<file path="config.mk">
export PLATFORM = sky130hd
export DESIGN_NAME = uartf_core
export DESIGN_NICKNAME = d
export VERILOG_FILES = /design/src/core/uartf_pkg.sv /design/src/core/uartf_core.sv
export SDC_FILE = /design/constraint.sdc
export NUM_CORES = 1
export LEC_CHECK = 0
export BUFFER_PORTS_ARGS = -buffer_cell sky130_fd_sc_hd__buf_2
export CAP_MARGIN = 5
export CORE_MARGIN = 10
export CORE_UTILIZATION = 25
export CTS_BUF_LIST = sky130_fd_sc_hd__clkbuf_16
export CTS_CLUSTER_SIZE = 10
export DETAILED_ROUTE_END_ITERATION = 8
export PLACE_DENSITY = 0.45
export SYNTH_ARGS = -nofsm -noshare
export SYNTH_HDL_FRONTEND = slang
export SYNTH_SLANG_ARGS = --single-unit
</file>
<file path="constraint.sdc">
create_clock -name aclk -period 6.99 [get_ports aclk]
set_input_delay 0.699 -clock aclk [delete_from_list [all_inputs] [get_ports aclk]]
set_output_delay 0.699 -clock aclk [all_outputs]
set_load 0.1 [all_outputs]
</file>
<file path="src/core/uartf_pkg.sv">
// How it works
// - baud divisor is 22 bits: 16-bit integer, 6-bit fraction.
// - divisor is refclk over 16 times baud; fraction counts sixty-fourths.
// - rate generator pulses sixteen times baud; sixteen pulses make one bit.
// - when enabled with transmit data queued, frames go out until empty.
// - busy rises with queued data, falls after last stop bit leaves.
// - each received bit is a majority of three samples around midpoint.
// - low from idle starts counting; start accepted only if low at middle.
// - data bits sampled every sixteen ticks, then parity checked if enabled.
// - low stop bit flags framing error; word stored with its flags.
// - receive entry: data 7:0, framing 8, parity 9, break 10, overrun 11.
// - word finished while receive queue full sets overrun and is dropped.
// - pending overrun rides with next stored word, then clears.
// - both queues hold 32 entries; receive entries carry four status bits.
// - queues disabled act as one-entry holders; overrun if unread.
// - queues disabled, a data write loads an idle shifter directly.
// - loopback routes transmit output into receiver.
// - with rts flow on, rts stays asserted until fill reaches watermark.
// - with cts flow on, transmission starts only while cts asserted.
// - two independent bits enable cts and rts flow control.
// - line control is one 30-bit word from three register writes.
// - frame: start, data lsb first, optional parity, stop bits.
// - word length 5 to 8 bits; one or two stop bits.
// - rts reasserts once reads bring fill below watermark.
// - cts dropping lets the current character finish, then stops.
package uartf_pkg;
   // register byte offsets
   localparam logic [7:0] A_DATA = 8'h00;
   localparam logic [7:0] A_STAT = 8'h04;
   localparam logic [7:0] A_IBRD = 8'h08;
   localparam logic [7:0] A_FBRD = 8'h0c;
   localparam logic [7:0] A_LCR  = 8'h10;
   localparam logic [7:0] A_CTRL = 8'h14;
   // line control bit positions
   localparam int L_BRK = 0;
   localparam int L_PEN = 1;
   localparam int L_EPS = 2;
   localparam int L_STP2 = 3;
   localparam int L_FEN = 4;
   localparam int L_WLEN = 5;
   // control bit positions
   localparam int C_EN = 0;
   localparam int C_LOOP = 1;
   localparam int C_RTS = 2;
   localparam int C_RTSF = 3;
   localparam int C_CTSF = 4;
   localparam int C_WM = 5;
   // reset values
   localparam logic [7:0]  LCR_RST  = 8'h00;
   localparam logic [7:0]  CTRL_RST = 8'h00;
   localparam logic [15:0] IBRD_RST = 16'h0000;
   localparam logic [5:0]  FBRD_RST = 6'h00;
   // counts
   localparam logic [5:0] DEPTH = 6'h20;
   localparam logic [3:0] MID   = 4'h8;
   localparam logic [3:0] LAST_TICK = 4'hf;
   localparam logic [1:0] RESP_OK  = 2'b00;
   localparam logic [1:0] RESP_ERR = 2'b10;
   typedef struct packed {
      logic       ovr;
      logic       brk;
      logic       par;
      logic       fe;
      logic [7:0] data;
   } uartf_rxent_t;
   typedef struct packed {
      logic [7:0]  lcr;
      logic [15:0] ibrd;
      logic [5:0]  fbrd;
   } uartf_lcr_t;
   typedef enum logic [2:0] {T_IDLE, T_START, T_DATA, T_PAR, T_STOP} uartf_tx_t;
   typedef enum logic [2:0] {R_IDLE, R_START, R_DATA, R_PAR, R_STOP} uartf_rx_t;
endpackage : uartf_pkg

</file>
<file path="src/core/uartf_core.sv">
// Chosen here: the AXI4-Lite slave port and the placing of the registers.
`timescale 1ns/1ps
module uartf_core (
   // clock and reset
   input  wire logic        aclk,
   input  wire logic        aresetn,
   // axi4-lite write
   input  wire logic [7:0]  s_axi_awaddr,
   input  wire logic        s_axi_awvalid,
   output logic             s_axi_awready,
   input  wire logic [31:0] s_axi_wdata,
   input  wire logic [3:0]  s_axi_wstrb,
   input  wire logic        s_axi_wvalid,
   output logic             s_axi_wready,
   output logic [1:0]       s_axi_bresp,
   output logic             s_axi_bvalid,
   input  wire logic        s_axi_bready,
   // axi4-lite read
   input  wire logic [7:0]  s_axi_araddr,
   input  wire logic        s_axi_arvalid,
   output logic             s_axi_arready,
   output logic [31:0]      s_axi_rdata,
   output logic [1:0]       s_axi_rresp,
   output logic             s_axi_rvalid,
   input  wire logic        s_axi_rready,
   // serial pins
   input  wire logic        serial_rx_in,
   output logic             serial_tx_out,
   input  wire logic        clear_to_send_n,
   output logic             request_to_send_n
);
   ////////////////////////////////////////////////////////////////////////////
   uartf_pkg::uartf_lcr_t     line_control_internal;
   logic [7:0]                control_reg;
   uartf_pkg::uartf_tx_t      txs;
   uartf_pkg::uartf_rx_t      rxs;
   logic [15:0]               div_cnt;
   logic [5:0]                frac_acc;
   logic                      aw_h, w_h;
   logic [7:0]                waddr;
   logic [31:0]               wdat;
   logic [3:0]                wstb;
   logic [7:0]                tx_mem [32];
   uartf_pkg::uartf_rxent_t   rx_mem [32];
   logic [4:0]                tx_wp, tx_rp, rx_wp, rx_rp;
   logic [5:0]                tx_cnt, rx_cnt;
   logic [7:0]                tx_sh;
   logic [3:0]                tcnt, rcnt;
   logic [2:0]                tbit, rbit;
   logic                      tstop2;
   logic                      rx_s1, rx_s2, cts_s1, cts_s2, rx_prev;
   logic [1:0]                hist;
   logic [7:0]                rdat;
   logic                      allz, perr, ovr_q, busy_q;
   logic [31:0]               rmux;
   logic                      rerr;
   logic [5:0]                wm;

   ////////////////////////////////////////////////////////////////////////////
   // decoded control fields
   wire [7:0]  lcr    = line_control_internal.lcr;
   wire [15:0] div_int_part  = line_control_internal.ibrd;
   wire [5:0]  div_frac_part = line_control_internal.fbrd;
   wire        fen    = lcr[uartf_pkg::L_FEN];
   wire        brk    = lcr[uartf_pkg::L_BRK];
   wire        pen    = lcr[uartf_pkg::L_PEN];
   wire [1:0]  wlen   = lcr[uartf_pkg::L_WLEN +: 2];
   wire [2:0]  wl_m1  = {1'b1, wlen} - 3'h4 + 3'h4;  // word length minus one
   wire        uart_en = control_reg[uartf_pkg::C_EN];
   wire        loopback_enable = control_reg[uartf_pkg::C_LOOP];
   wire        rts_flow_enable = control_reg[uartf_pkg::C_RTSF];
   wire        cts_flow_enable = control_reg[uartf_pkg::C_CTSF];
   wire [7:0]  wmask  = 8'hff >> (2'h3 - wlen);
   // a disabled queue holds one entry at a time in its rotating slots, so capacity drops to one
   wire [5:0]  cap    = fen ? uartf_pkg::DEPTH : 6'h01;
   wire        tx_full  = tx_cnt >= cap;
   wire        rx_full  = rx_cnt >= cap;
   wire        rx_empty = rx_cnt == 6'h00;
   wire        cts_ok   = !cts_flow_enable || !cts_s2;

   ////////////////////////////////////////////////////////////////////////////
   // fractional rate generator: fraction carry stretches one period by a cycle
   wire [6:0]  acc_sum = {1'b0, frac_acc} + {1'b0, div_frac_part};
   wire        oversample_tick = (div_int_part != 16'h0000) && (div_cnt == 16'h0000);
   always_ff @(posedge aclk) begin
      if (!aresetn) begin
         div_cnt  <= 16'h0000;
         frac_acc <= 6'h00;
      end else if (oversample_tick) begin
         frac_acc <= acc_sum[5:0];
         div_cnt  <= div_int_part - 16'h0001 + {15'h0000, acc_sum[6]};
      end else if (div_cnt != 16'h0000) begin
         div_cnt  <= div_cnt - 16'h0001;
      end
   end

   ////////////////////////////////////////////////////////////////////////////
   // axi4-lite slave: address and data may arrive in either order
   wire do_wr  = aw_h && w_h && !s_axi_bvalid;
   wire aw_map = (waddr == uartf_pkg::A_DATA) || (waddr == uartf_pkg::A_STAT) ||
                 (waddr == uartf_pkg::A_IBRD) || (waddr == uartf_pkg::A_FBRD) ||
                 (waddr == uartf_pkg::A_LCR)  || (waddr == uartf_pkg::A_CTRL);
   wire wr_tx  = do_wr && waddr == uartf_pkg::A_DATA && wstb[0];
   wire rd_hs  = s_axi_arvalid && s_axi_arready;
   wire rx_pop = rd_hs && s_axi_araddr == uartf_pkg::A_DATA && !rx_empty;
   always_ff @(posedge aclk) begin
      if (!aresetn) begin
         s_axi_awready <= 1'b1;
         s_axi_wready  <= 1'b1;
         aw_h          <= 1'b0;
         w_h           <= 1'b0;
         s_axi_bvalid  <= 1'b0;
         s_axi_bresp   <= uartf_pkg::RESP_OK;
         waddr         <= 8'h00;
         wdat          <= 32'h00000000;
         wstb          <= 4'h0;
      end else begin
         if (s_axi_awvalid && s_axi_awready) begin
            aw_h          <= 1'b1;
            waddr         <= s_axi_awaddr;
            s_axi_awready <= 1'b0;
         end
         if (s_axi_wvalid && s_axi_wready) begin
            w_h          <= 1'b1;
            wdat         <= s_axi_wdata;
            wstb         <= s_axi_wstrb;
            s_axi_wready <= 1'b0;
         end
         if (do_wr) begin
            s_axi_bvalid <= 1'b1;
            s_axi_bresp  <= aw_map ? uartf_pkg::RESP_OK : uartf_pkg::RESP_ERR;
            aw_h         <= 1'b0;
            w_h          <= 1'b0;
         end
         if (s_axi_bvalid && s_axi_bready) begin
            s_axi_bvalid  <= 1'b0;
            s_axi_awready <= 1'b1;
            s_axi_wready  <= 1'b1;
         end
      end
   end

   // configuration registers, byte lanes honoured
   always_ff @(posedge aclk) begin
      if (!aresetn) begin
         line_control_internal <= {uartf_pkg::LCR_RST, uartf_pkg::IBRD_RST,
                                   uartf_pkg::FBRD_RST};
         control_reg           <= uartf_pkg::CTRL_RST;
      end else if (do_wr) begin
         if (waddr == uartf_pkg::A_IBRD && wstb[0])
            line_control_internal.ibrd[7:0] <= wdat[7:0];
         if (waddr == uartf_pkg::A_IBRD && wstb[1])
            line_control_internal.ibrd[15:8] <= wdat[15:8];
         if (waddr == uartf_pkg::A_FBRD && wstb[0])
            line_control_internal.fbrd <= wdat[5:0];
         if (waddr == uartf_pkg::A_LCR && wstb[0])
            line_control_internal.lcr <= wdat[7:0];
         if (waddr == uartf_pkg::A_CTRL && wstb[0])
            control_reg <= wdat[7:0];
      end
   end

   // read mux; reading data pops the oldest receive entry
   always_comb begin
      rmux = 32'h00000000;
      rerr = 1'b0;
      if (s_axi_araddr == uartf_pkg::A_DATA) begin
         if (!rx_empty) rmux = {20'h00000, rx_mem[rx_rp]};
      end else if (s_axi_araddr == uartf_pkg::A_STAT) begin
         rmux = {26'h0000000, busy_q, ovr_q, rx_full, rx_empty, tx_full,
                 tx_cnt == 6'h00};
      end else if (s_axi_araddr == uartf_pkg::A_IBRD) begin
         rmux = {16'h0000, div_int_part};
      end else if (s_axi_araddr == uartf_pkg::A_FBRD) begin
         rmux = {26'h0000000, div_frac_part};
      end else if (s_axi_araddr == uartf_pkg::A_LCR) begin
         rmux = {24'h000000, lcr};
      end else if (s_axi_araddr == uartf_pkg::A_CTRL) begin
         rmux = {24'h000000, control_reg};
      end else begin
         rerr = 1'b1;
      end
   end
   always_ff @(posedge aclk) begin
      if (!aresetn) begin
         s_axi_arready <= 1'b1;
         s_axi_rvalid  <= 1'b0;
         s_axi_rdata   <= 32'h00000000;
         s_axi_rresp   <= uartf_pkg::RESP_OK;
      end else if (rd_hs) begin
         s_axi_arready <= 1'b0;
         s_axi_rvalid  <= 1'b1;
         s_axi_rdata   <= rmux;
         s_axi_rresp   <= rerr ? uartf_pkg::RESP_ERR : uartf_pkg::RESP_OK;
      end else if (s_axi_rvalid && s_axi_rready) begin
         s_axi_rvalid  <= 1'b0;
         s_axi_arready <= 1'b1;
      end
   end

   ////////////////////////////////////////////////////////////////////////////
   // transmit queue; an idle shifter with queues off takes the write directly
   wire bypass = !fen && txs == uartf_pkg::T_IDLE && uart_en && cts_ok &&
                 tx_cnt == 6'h00;
   wire tx_push = wr_tx && !tx_full && !bypass;
   wire tx_pop  = txs == uartf_pkg::T_IDLE && tx_cnt != 6'h00 && uart_en && cts_ok;
   wire tx_load = tx_pop || (wr_tx && bypass);
   always_ff @(posedge aclk) begin
      if (tx_push) tx_mem[tx_wp] <= wdat[7:0];
   end
   always_ff @(posedge aclk) begin
      if (!aresetn) begin
         tx_wp  <= 5'h00;
         tx_rp  <= 5'h00;
         tx_cnt <= 6'h00;
      end else begin
         if (tx_push) tx_wp <= tx_wp + 5'h01;
         if (tx_pop)  tx_rp <= tx_rp + 5'h01;
         tx_cnt <= tx_cnt + {5'h00, tx_push} - {5'h00, tx_pop};
      end
   end

   // transmit shifter: sixteen ticks per bit, lsb first
   wire tbit_end = oversample_tick && tcnt == uartf_pkg::LAST_TICK;
   wire tpar = ^(tx_sh & wmask) ^ ~lcr[uartf_pkg::L_EPS];
   always_ff @(posedge aclk) begin
      if (!aresetn) begin
         txs    <= uartf_pkg::T_IDLE;
         tcnt   <= 4'h0;
         tbit   <= 3'h0;
         tstop2 <= 1'b0;
         tx_sh  <= 8'h00;
      end else begin
         if (oversample_tick) tcnt <= tcnt + 4'h1;
         case (txs)
            uartf_pkg::T_IDLE: begin
               if (tx_load) begin
                  tx_sh <= tx_pop ? tx_mem[tx_rp] : wdat[7:0];
                  tcnt  <= 4'h0;
                  txs   <= uartf_pkg::T_START;
               end
            end
            uartf_pkg::T_START: begin
               if (tbit_end) begin
                  tbit <= 3'h0;
                  txs  <= uartf_pkg::T_DATA;
               end
            end
            uartf_pkg::T_DATA: begin
               if (tbit_end && tbit == wl_m1) begin
                  tstop2 <= 1'b0;
                  txs    <= pen ? uartf_pkg::T_PAR : uartf_pkg::T_STOP;
               end else if (tbit_end) begin
                  tbit <= tbit + 3'h1;
               end
            end
            uartf_pkg::T_PAR: begin
               if (tbit_end) txs <= uartf_pkg::T_STOP;
            end
            default: begin
               // cts is only consulted in idle, so a frame always completes
               if (tbit_end && lcr[uartf_pkg::L_STP2] && !tstop2) begin
                  tstop2 <= 1'b1;
               end else if (tbit_end) begin
                  txs <= uartf_pkg::T_IDLE;
               end
            end
         endcase
      end
   end

   // line level is registered so the pin never glitches
   wire line_d = brk ? 1'b0 :
                 txs == uartf_pkg::T_START ? 1'b0 :
                 txs == uartf_pkg::T_DATA  ? tx_sh[tbit] :
                 txs == uartf_pkg::T_PAR   ? tpar : 1'b1;
   always_ff @(posedge aclk) begin
      if (!aresetn) begin
         serial_tx_out <= 1'b1;
         busy_q        <= 1'b0;
      end else begin
         serial_tx_out <= line_d;
         busy_q <= tx_cnt != 6'h00 || txs != uartf_pkg::T_IDLE || tx_load;
      end
   end

   ////////////////////////////////////////////////////////////////////////////
   // pin synchronisers; loopback takes the registered transmit line
   wire rx_in = loopback_enable ? serial_tx_out : rx_s2;
   always_ff @(posedge aclk) begin
      if (!aresetn) begin
         rx_s1   <= 1'b1;
         rx_s2   <= 1'b1;
         cts_s1  <= 1'b1;
         cts_s2  <= 1'b1;
         rx_prev <= 1'b1;
         hist    <= 2'b11;
      end else begin
         rx_s1   <= serial_rx_in;
         rx_s2   <= rx_s1;
         cts_s1  <= clear_to_send_n;
         cts_s2  <= cts_s1;
         rx_prev <= rx_in;
         if (oversample_tick) hist <= {hist[0], rx_in};
      end
   end

   // receiver: vote at ticks 6, 7, 8 of each bit; 4-bit counter wraps per bit
   wire vote = (hist[1] & hist[0]) | (hist[1] & rx_in) | (hist[0] & rx_in);
   wire mid  = oversample_tick && rcnt == uartf_pkg::MID;
   wire rpar = ^(rdat & wmask) ^ ~lcr[uartf_pkg::L_EPS];
   wire rx_done = mid && rxs == uartf_pkg::R_STOP;
   wire rx_push = rx_done && !rx_full;
   uartf_pkg::uartf_rxent_t went;
   assign went = '{ovr: ovr_q, brk: !vote && allz, par: perr, fe: !vote, data: rdat};
   always_ff @(posedge aclk) begin
      if (!aresetn) begin
         rxs  <= uartf_pkg::R_IDLE;
         rcnt <= 4'h0;
         rbit <= 3'h0;
         rdat <= 8'h00;
         allz <= 1'b0;
         perr <= 1'b0;
      end else begin
         if (oversample_tick) rcnt <= rcnt + 4'h1;
         case (rxs)
            uartf_pkg::R_IDLE: begin
               if (uart_en && rx_prev && !rx_in) begin
                  rcnt <= 4'h0;
                  rxs  <= uartf_pkg::R_START;
               end
            end
            uartf_pkg::R_START: begin
               if (mid) begin
                  rbit <= 3'h0;
                  rdat <= 8'h00;
                  allz <= 1'b1;
                  perr <= 1'b0;
                  rxs  <= vote ? uartf_pkg::R_IDLE : uartf_pkg::R_DATA;
               end
            end
            uartf_pkg::R_DATA: begin
               if (mid) begin
                  rdat[rbit] <= vote;
                  allz       <= allz & ~vote;
                  rbit       <= rbit + 3'h1;
                  if (rbit == wl_m1)
                     rxs <= pen ? uartf_pkg::R_PAR : uartf_pkg::R_STOP;
               end
            end
            uartf_pkg::R_PAR: begin
               if (mid) begin
                  perr <= vote != rpar;
                  allz <= allz & ~vote;
                  rxs  <= uartf_pkg::R_STOP;
               end
            end
            default: begin
               if (mid) rxs <= uartf_pkg::R_IDLE;
            end
         endcase
      end
   end

   // receive queue with pending overrun; hardware alone sets and clears it
   always_ff @(posedge aclk) begin
      if (rx_push) rx_mem[rx_wp] <= went;
   end
   always_ff @(posedge aclk) begin
      if (!aresetn) begin
         rx_wp  <= 5'h00;
         rx_rp  <= 5'h00;
         rx_cnt <= 6'h00;
         ovr_q  <= 1'b0;
      end else begin
         if (rx_push) rx_wp <= rx_wp + 5'h01;
         if (rx_pop)  rx_rp <= rx_rp + 5'h01;
         rx_cnt <= rx_cnt + {5'h00, rx_push} - {5'h00, rx_pop};
         if (rx_done) ovr_q <= rx_full;
      end
   end

   ////////////////////////////////////////////////////////////////////////////
   // rts watermark: eighths of the queue depth
   always_comb begin
      case (control_reg[uartf_pkg::C_WM +: 3])
         3'h0:    wm = 6'h04;
         3'h1:    wm = 6'h08;
         3'h2:    wm = 6'h10;
         3'h3:    wm = 6'h18;
         default: wm = 6'h1c;
      endcase
   end
   wire [5:0] rts_lim = fen ? wm : 6'h01;
   always_ff @(posedge aclk) begin
      if (!aresetn) request_to_send_n <= 1'b1;
      else if (rts_flow_enable) request_to_send_n <= rx_cnt >= rts_lim;
      else request_to_send_n <= ~control_reg[uartf_pkg::C_RTS];
   end
endmodule : uartf_core

</file>
==> results.py, run 1 <==
metrics = {
    "worst_setup_path": {
        "critPathKind": "register to register",
        "worstPathRequired_ns": 7.53,
        "startpoint_type": "register",
        "worstPathMaxFanout": 8,
        "end_kind": "register",
        "worstPathArrival_ns": 4.78,
    },
    "final_layout": {
        "n_antenna_cell": 0,
        "utilization": 0.289,
        "regMostFlops": "rx_mem",
        "drive_gt1_frac": 0.187,
        "final_common_cell": "edfxtp_1",
        "final_cells": 4216,
        "fin_area_sq_um": 39800,
        "fin_nets": 2478,
        "syn_to_final_growth_pct": 14.9,
        "largest_reg_flops": 384,
        "mostFrequentLayoutCells": "640 x edfxtp_1, 197 x dfxtp_1, 195 x nor2_1",
        "n_fill_cell": 13689,
        "largestRegisters": "rx_mem: 384 flops, tx_mem: 256 flops",
    },
    "floorplan": {
        "rows": 136,
        "die_area_sq_um": 154000,
        "pin_count": 104,
        "fp.dieH_microns": 392,
        "dieWidth_microns": 392,
        "core-area_sq_um": 138000,
        "initial_utilization": 0.252,
    },
    "clock_network": {
        "cts_setup_buffers": 0,
        "cts_tree": "done",
        "cts_buffers": 95,
        "cts_resized": 0,
        "cts_max_level": 3,
        "clk_pin_slew_worst_paths_ns": 0.06,
        "postCtsHoldBufs": 0,
        "cts_sinks": 843,
        "clockBufferDepth": 3,
        "root_buffer": "clkbuf_16",
        "clk_latency_ns": 0.68,
    },
    "drt": {
        "routed_wl_mm": 93.8,
        "wl_per_cell_microns": 22.3,
        "via_per_inst": 4.71,
        "firstDrtPassIters": 5,
        "ant_nets": 0,
        "vias": 19844,
        "drc_errors": 0,
        "initialDrtViolationCount": 1657,
    },
    "sta": {
        "fmax_mhz": 235,
        "grt_setup_unrepaired": "false",
        "worst_slew_pin_slew_ns": 1.22,
        "slew_violations": 0,
        "hold_violations": 0,
        "min_period_over_period": 0.607,
        "setup_viol": 0,
        "fin_crit_ns": 4.25,
        "max_slew_margin": 0.187,
        "setup-tns-final_ns": 0,
        "finClkSkew_ns": 0.0197,
        "final.setup.worst_slack_ns": 2.74,
    },
    "global_routing": {
        "antenna_found_initial": 3,
        "grt_pass1_vias": 20455,
        "grt_pass1_wl_mm": 139,
        "grt_use_total": 0.120,
        "grt_max_degree": 97,
        "grt_overflow": 0,
    },
    "hold_path": {
        "hold_class": "input port to register",
    },
    "placed_design": {
        "hpwl_mm": 59.8,
        "place_inst": 4061,
        "preCtsSetupSlack_ns": 2.70,
        "routabilityCongestion": 0.778,
        "io_buffers": 67,
        "place_area_sq_um": 37200,
    },
    "yosys": {
        "synthDistinctLibCells": 81,
        "netlist_area_sq_um": 34700,
        "yosysSeqAreaShare": 0.671,
        "synthArstFlopShare": 0,
        "synth.avg_cell_area_sq_um": 15.3,
        "yosys_register_bits": 843,
        "synth_ff_type": "edfxtp_1",
        "synth-edff-count": 640,
        "yosysWarnings": 0,
        "synthesis.instances": 2267,
    },
    "power_and_ir_drop": {
        "p_leak_nw": 12.2,
        "p_per_area_nw_per_um2": 259,
        "peakVddDrop_uv": 175,
    },
    "job": {
        "drv_cap": 0,
    },
    "outcome": {
        "status": "finished clean",
    },
}
[per-layer routing]
layer,vias to the layer above,track usage,part of all wire
met3,130,0.0274,0.055
met1,10311,0.162,0.45
met5,-,0,0.00021
met4,2,0.0295,0.022
li1,8930,-,-
met2,471,0.194,0.47
[final cells by class]
class	instances	area [sq um]	share of cell area
Clock buffer	95	2380	0.0597
Clock inverter	60	289	0.00725
Timing Repair Buffer	114	701	0.0176
Tap cell	1794	2240	0.0563
Sequential cell	843	23300	0.585
Inverter	40	153	0.00383
Multi-Input combinational cell	1270	10800	0.271
[worst max-delay path, cell delays in order (launching register included)]
cell     delay (ns)
dfxtp_1        0.51
inv_1          0.24
ha_1           0.32
or3b_2         0.46
a221o_1        0.40
nor4_4         0.52
inv_1          0.12
ha_1           0.30
inv_1          0.04
ha_1           0.20
fa_1           0.43
a21oi_1        0.17
nor2_1         0.06
nor2_1         0.12
xor2_1         0.17
nor2_1         0.05
[power by group]
group	internal (W)	total, W	switching [W]	leakage [nW]
logic	0.000146	0.000478	0.000332	3.74
clock network	0.00244	0.00440	0.00196	1.48
registers	0.00539	0.00545	0.0000571	7.00
total	0.00798	0.0103	0.00235	12.2
[metrics by stage]
step	hold slack [ns]	power (W)
floorplan	0.386	0.00590
global placement	0.390	0.00602
detailed placement	0.404	0.00603
CTS	0.143	0.0105
global route	0.165	0.0107
finish	0.204	0.0103
[Yosys cell counts (5+ instances only)]
master	n	area share
or3_1	11	0.0020
ha_1	50	0.018
o32ai_1	8	0.0020
nand3_1	37	0.0053
a2111oi_0	5	0.0013
buf_4	21	0.0045
nor2b_1	27	0.0049
xnor2_1	45	0.011
o31ai_1	9	0.0019
inv_1	39	0.0042
o22ai_1	27	0.0049
nor2_1	212	0.023
nor3_1	36	0.0052
a22oi_1	29	0.0063
nand3b_1	11	0.0024
o21bai_1	5	0.0011
a221oi_1	12	0.0030
and2_1	15	0.0027
edfxtp_1	640	0.55
o211ai_1	7	0.0015
or4_1	11	0.0024
dfxtp_1	203	0.12
buf_1	16	0.0017
mux4_2	153	0.099
mux2i_1	75	0.022
a21oi_1	87	0.013
clkbuf_1	69	0.0075
a211oi_1	24	0.0052
or3b_2	10	0.0025
nor4_1	8	0.0014
nand2b_1	17	0.0031
mux2_2	19	0.0062
xor2_1	29	0.0073
nand4_1	12	0.0022
o221ai_1	14	0.0035
o21ai_0	29	0.0042
nand2_1	133	0.014
buf_2	25	0.0036
and3_1	11	0.0020
[logic make-up (layout without fill, tap and decap cells)]
kind of cell             count (synthesis)  in the layout  synth area share
AO/OA/AOI/OAI                          294            294            0.0578
XOR/XNOR                                74             74            0.0187
AND/OR/NAND/NOR                        583            583            0.0831
multiplexers                           247            247             0.127
flip-flops                             843            843             0.671
adder cells (fa/ha/maj)                 54             54            0.0201
buffers and inverters                  171            309            0.0217
other                                    1             18          0.000108
[path summary, 6_finish.rpt]
check,startpoint,end,slack (ns),cells past startpoint
setup / recovery,lcr[4],tx_cnt[4],2.74,15
hold / removal,serial_rx_in,rx_s1,0.20,2
setup reg to reg,lcr[4],tx_cnt[4],2.74,15
hold reg to reg,cts_s1,cts_s2,0.41,1
Note: power is estimated with default switching activity, not from simulation.
==> inputs of run 2 (changes only) <==
--- a/config.mk
+++ b/config.mk
@@ -12,7 +12,7 @@
 export CTS_BUF_LIST = sky130_fd_sc_hd__clkbuf_16
 export CTS_CLUSTER_SIZE = 10
 export DETAILED_ROUTE_END_ITERATION = 8
-export PLACE_DENSITY = 0.45
+export PLACE_DENSITY = 0.46
 export SYNTH_ARGS = -nofsm -noshare
 export SYNTH_HDL_FRONTEND = slang
 export SYNTH_SLANG_ARGS = --single-unit
==> constraint.sdc (replaced) <==
create_clock -name aclk -period 3.7 [get_ports aclk]
set_input_delay 0.37 -clock aclk [delete_from_list [all_inputs] [get_ports aclk]]
set_output_delay 0.37 -clock aclk [all_outputs]
set_load 0.1 [all_outputs]
==> run 2 against run 1 <==
Compared with the run above: sequential power is 89% higher; final cell count is 3.1% higher; worst hold slack worse by 0.045 ns; clock power is 92% higher; utilization is 0.85 points higher; total power is 91% higher; critical path type unchanged; highest routed layer unchanged.
==> results.py, run 2 (same netlist as run 1, synthesis figures left out) <==
metrics = {
    "floorplan": {
        "initial_utilization": 0.252,
        "fp.dieH_microns": 392,
        "core-area_sq_um": 138000,
        "pin_count": 104,
        "rows": 136,
        "die_area_sq_um": 154000,
        "dieWidth_microns": 392,
    },
    "sta": {
        "min_period_over_period": 0.951,
        "worst_slew_pin_slew_ns": 1.35,
        "fin_crit_ns": 3.52,
        "setup-tns-final_ns": 0,
        "slew_violations": 0,
        "fmax_mhz": 284,
        "hold_violations": 0,
        "finClkSkew_ns": 0.0245,
        "setup_viol": 0,
        "max_slew_margin": 0.0995,
    },
    "clock_network": {
        "clockBufferDepth": 3,
        "clk_latency_ns": 0.68,
        "cts_max_level": 3,
        "cts_buffers": 96,
        "cts_sinks": 843,
        "cts_tree": "done",
        "clk_pin_slew_worst_paths_ns": 0.06,
        "root_buffer": "clkbuf_16",
    },
    "final_layout": {
        "n_antenna_cell": 0,
        "syn_to_final_growth_pct": 18.2,
        "regMostFlops": "rx_mem",
        "largestRegisters": "rx_mem: 384 flops, tx_mem: 256 flops",
        "final_cells": 4348,
        "fin_nets": 2609,
        "utilization": 0.298,
        "final_common_cell": "edfxtp_1",
        "largest_reg_flops": 384,
        "n_fill_cell": 13618,
        "mostFrequentLayoutCells": "640 x edfxtp_1, 212 x nor2_1, 198 x dfxtp_1",
        "drive_gt1_frac": 0.212,
        "fin_area_sq_um": 41000,
    },
    "worst_setup_path": {
        "crit_path_top_delay_cell": "or4_4",
        "worstPathRequired_ns": 4.25,
        "path_delay_family": "simple AND/OR/NAND/NOR gates",
        "crit_chain": "ha_2 -> fa_2 -> a21oi_2 -> o21bai_1 -> a21o_1 -> a21oi_2 -> ha_2 -> ha_1 -> or3b_4 -> or3_4 -> or4_4 -> xnor2_2 -> a221oi_2 -> a311oi_1",
        "critPathKind": "register to register",
        "worstPathArrival_ns": 4.07,
        "worstPathMaxFanout": 3,
        "crit_buf_inv": 0,
        "startpoint_type": "register",
        "end_kind": "register",
        "slowest_delay_ns": 0.44,
    },
    "global_routing": {
        "grt_pass1_wl_mm": 140,
        "grt_use_total": 0.121,
        "antenna_found_initial": 10,
        "grt_pass1_vias": 21029,
        "grt_max_degree": 85,
        "grt_overflow": 0,
    },
    "power_and_ir_drop": {
        "peakVddDrop_uv": 302,
        "p_leak_nw": 13.2,
        "finalPower_w": 0.0197,
        "p_per_area_nw_per_um2": 480,
    },
    "drt": {
        "drc_errors": 0,
        "firstDrtPassIters": 5,
        "ant_nets": 0,
        "routed_wl_mm": 95.0,
        "via_per_inst": 4.68,
        "initialDrtViolationCount": 1552,
        "wl_per_cell_microns": 21.8,
        "vias": 20337,
    },
    "outcome": {
        "status": "finished clean",
    },
    "job": {
        "drv_cap": 0,
    },
    "placed_design": {
        "routabilityCongestion": 0.829,
        "place_inst": 4157,
        "io_buffers": 67,
        "place_area_sq_um": 37900,
        "hpwl_mm": 62.8,
    },
    "hold_path": {
        "hold_class": "input port to register",
    },
}
-- run 2: cell types whose count changed in the layout (fill, tap and decap cells not counted), moves of 3 or more --
cell           change
dlygate4sd3_1     +32
nor2_1            +17
buf_12             +4
clkinv_8           +3
buf_4             +93
nor2_2            -17
clkbuf_16          +3
-- run 2: worst paths after layout --
path / cells after the start / to / slack [ns] / start
setup / recovery: 14 / div_cnt[12] / 0.18 / div_frac_part[0]
hold / removal: 3 / s_axi_rresp[1] / 0.16 / s_axi_araddr[3]
setup reg to reg: 14 / div_cnt[12] / 0.18 / div_frac_part[0]
hold reg to reg: 1 / cts_s2 / 0.43 / cts_s1
-- run 2: repair_timing --
item                       4_1_cts  5_1_grt
pin swaps                        2        3
setup endpoints to repair        1        5
hold buffers                    32        0
gates resized for setup          3        8
hold endpoints to repair        32        0
setup buffers                    0        1
cloned                           0        0
-- run 2: cell type report --
class / count / area [sq um] / area share
Clock buffer: 98 / 2450 / 0.0598
Clock inverter: 59 / 287 / 0.00699
Inverter: 40 / 153 / 0.00372
Multi-Input combinational cell: 1270 / 10800 / 0.262
Sequential cell: 843 / 23300 / 0.568
Tap cell: 1794 / 2240 / 0.0547
Timing Repair Buffer: 244 / 1810 / 0.0442
-- run 2: per-layer routing --
layer / vias to the layer above / track usage / wire, microns
met5: - / 0 / 37
met2: 554 / 0.197 / 44700
met1: 10448 / 0.160 / 41600
met3: 158 / 0.0289 / 5970
li1: 9171 / - / -
met4: 6 / 0.0356 / 2630
-- run 2: stage by stage --
stage / hold WS, ns / worst slack [ns]
after floorplan: 0.386 / 0.0170
after detailed placement: 0.412 / -0.0388
final: 0.159 / 0.183
after global placement: 0.415 / 0.0501
after global routing: 0.140 / -0.0126
after CTS: 0.107 / 0.0130
-- run 2: where the power goes --
part,leakage (nW),internal [W],switching (W)
Sequential,7.28,0.0102,0.000149
Clock,1.52,0.00473,0.00371
Combinational,4.41,0.000315,0.000611
Total,13.2,0.0152,0.00447
-- run 2: worst min-delay path, stage by stage --
cell and delay (ns):
buf_2 0.19, a21oi_1 0.15, a21oi_1 0.07
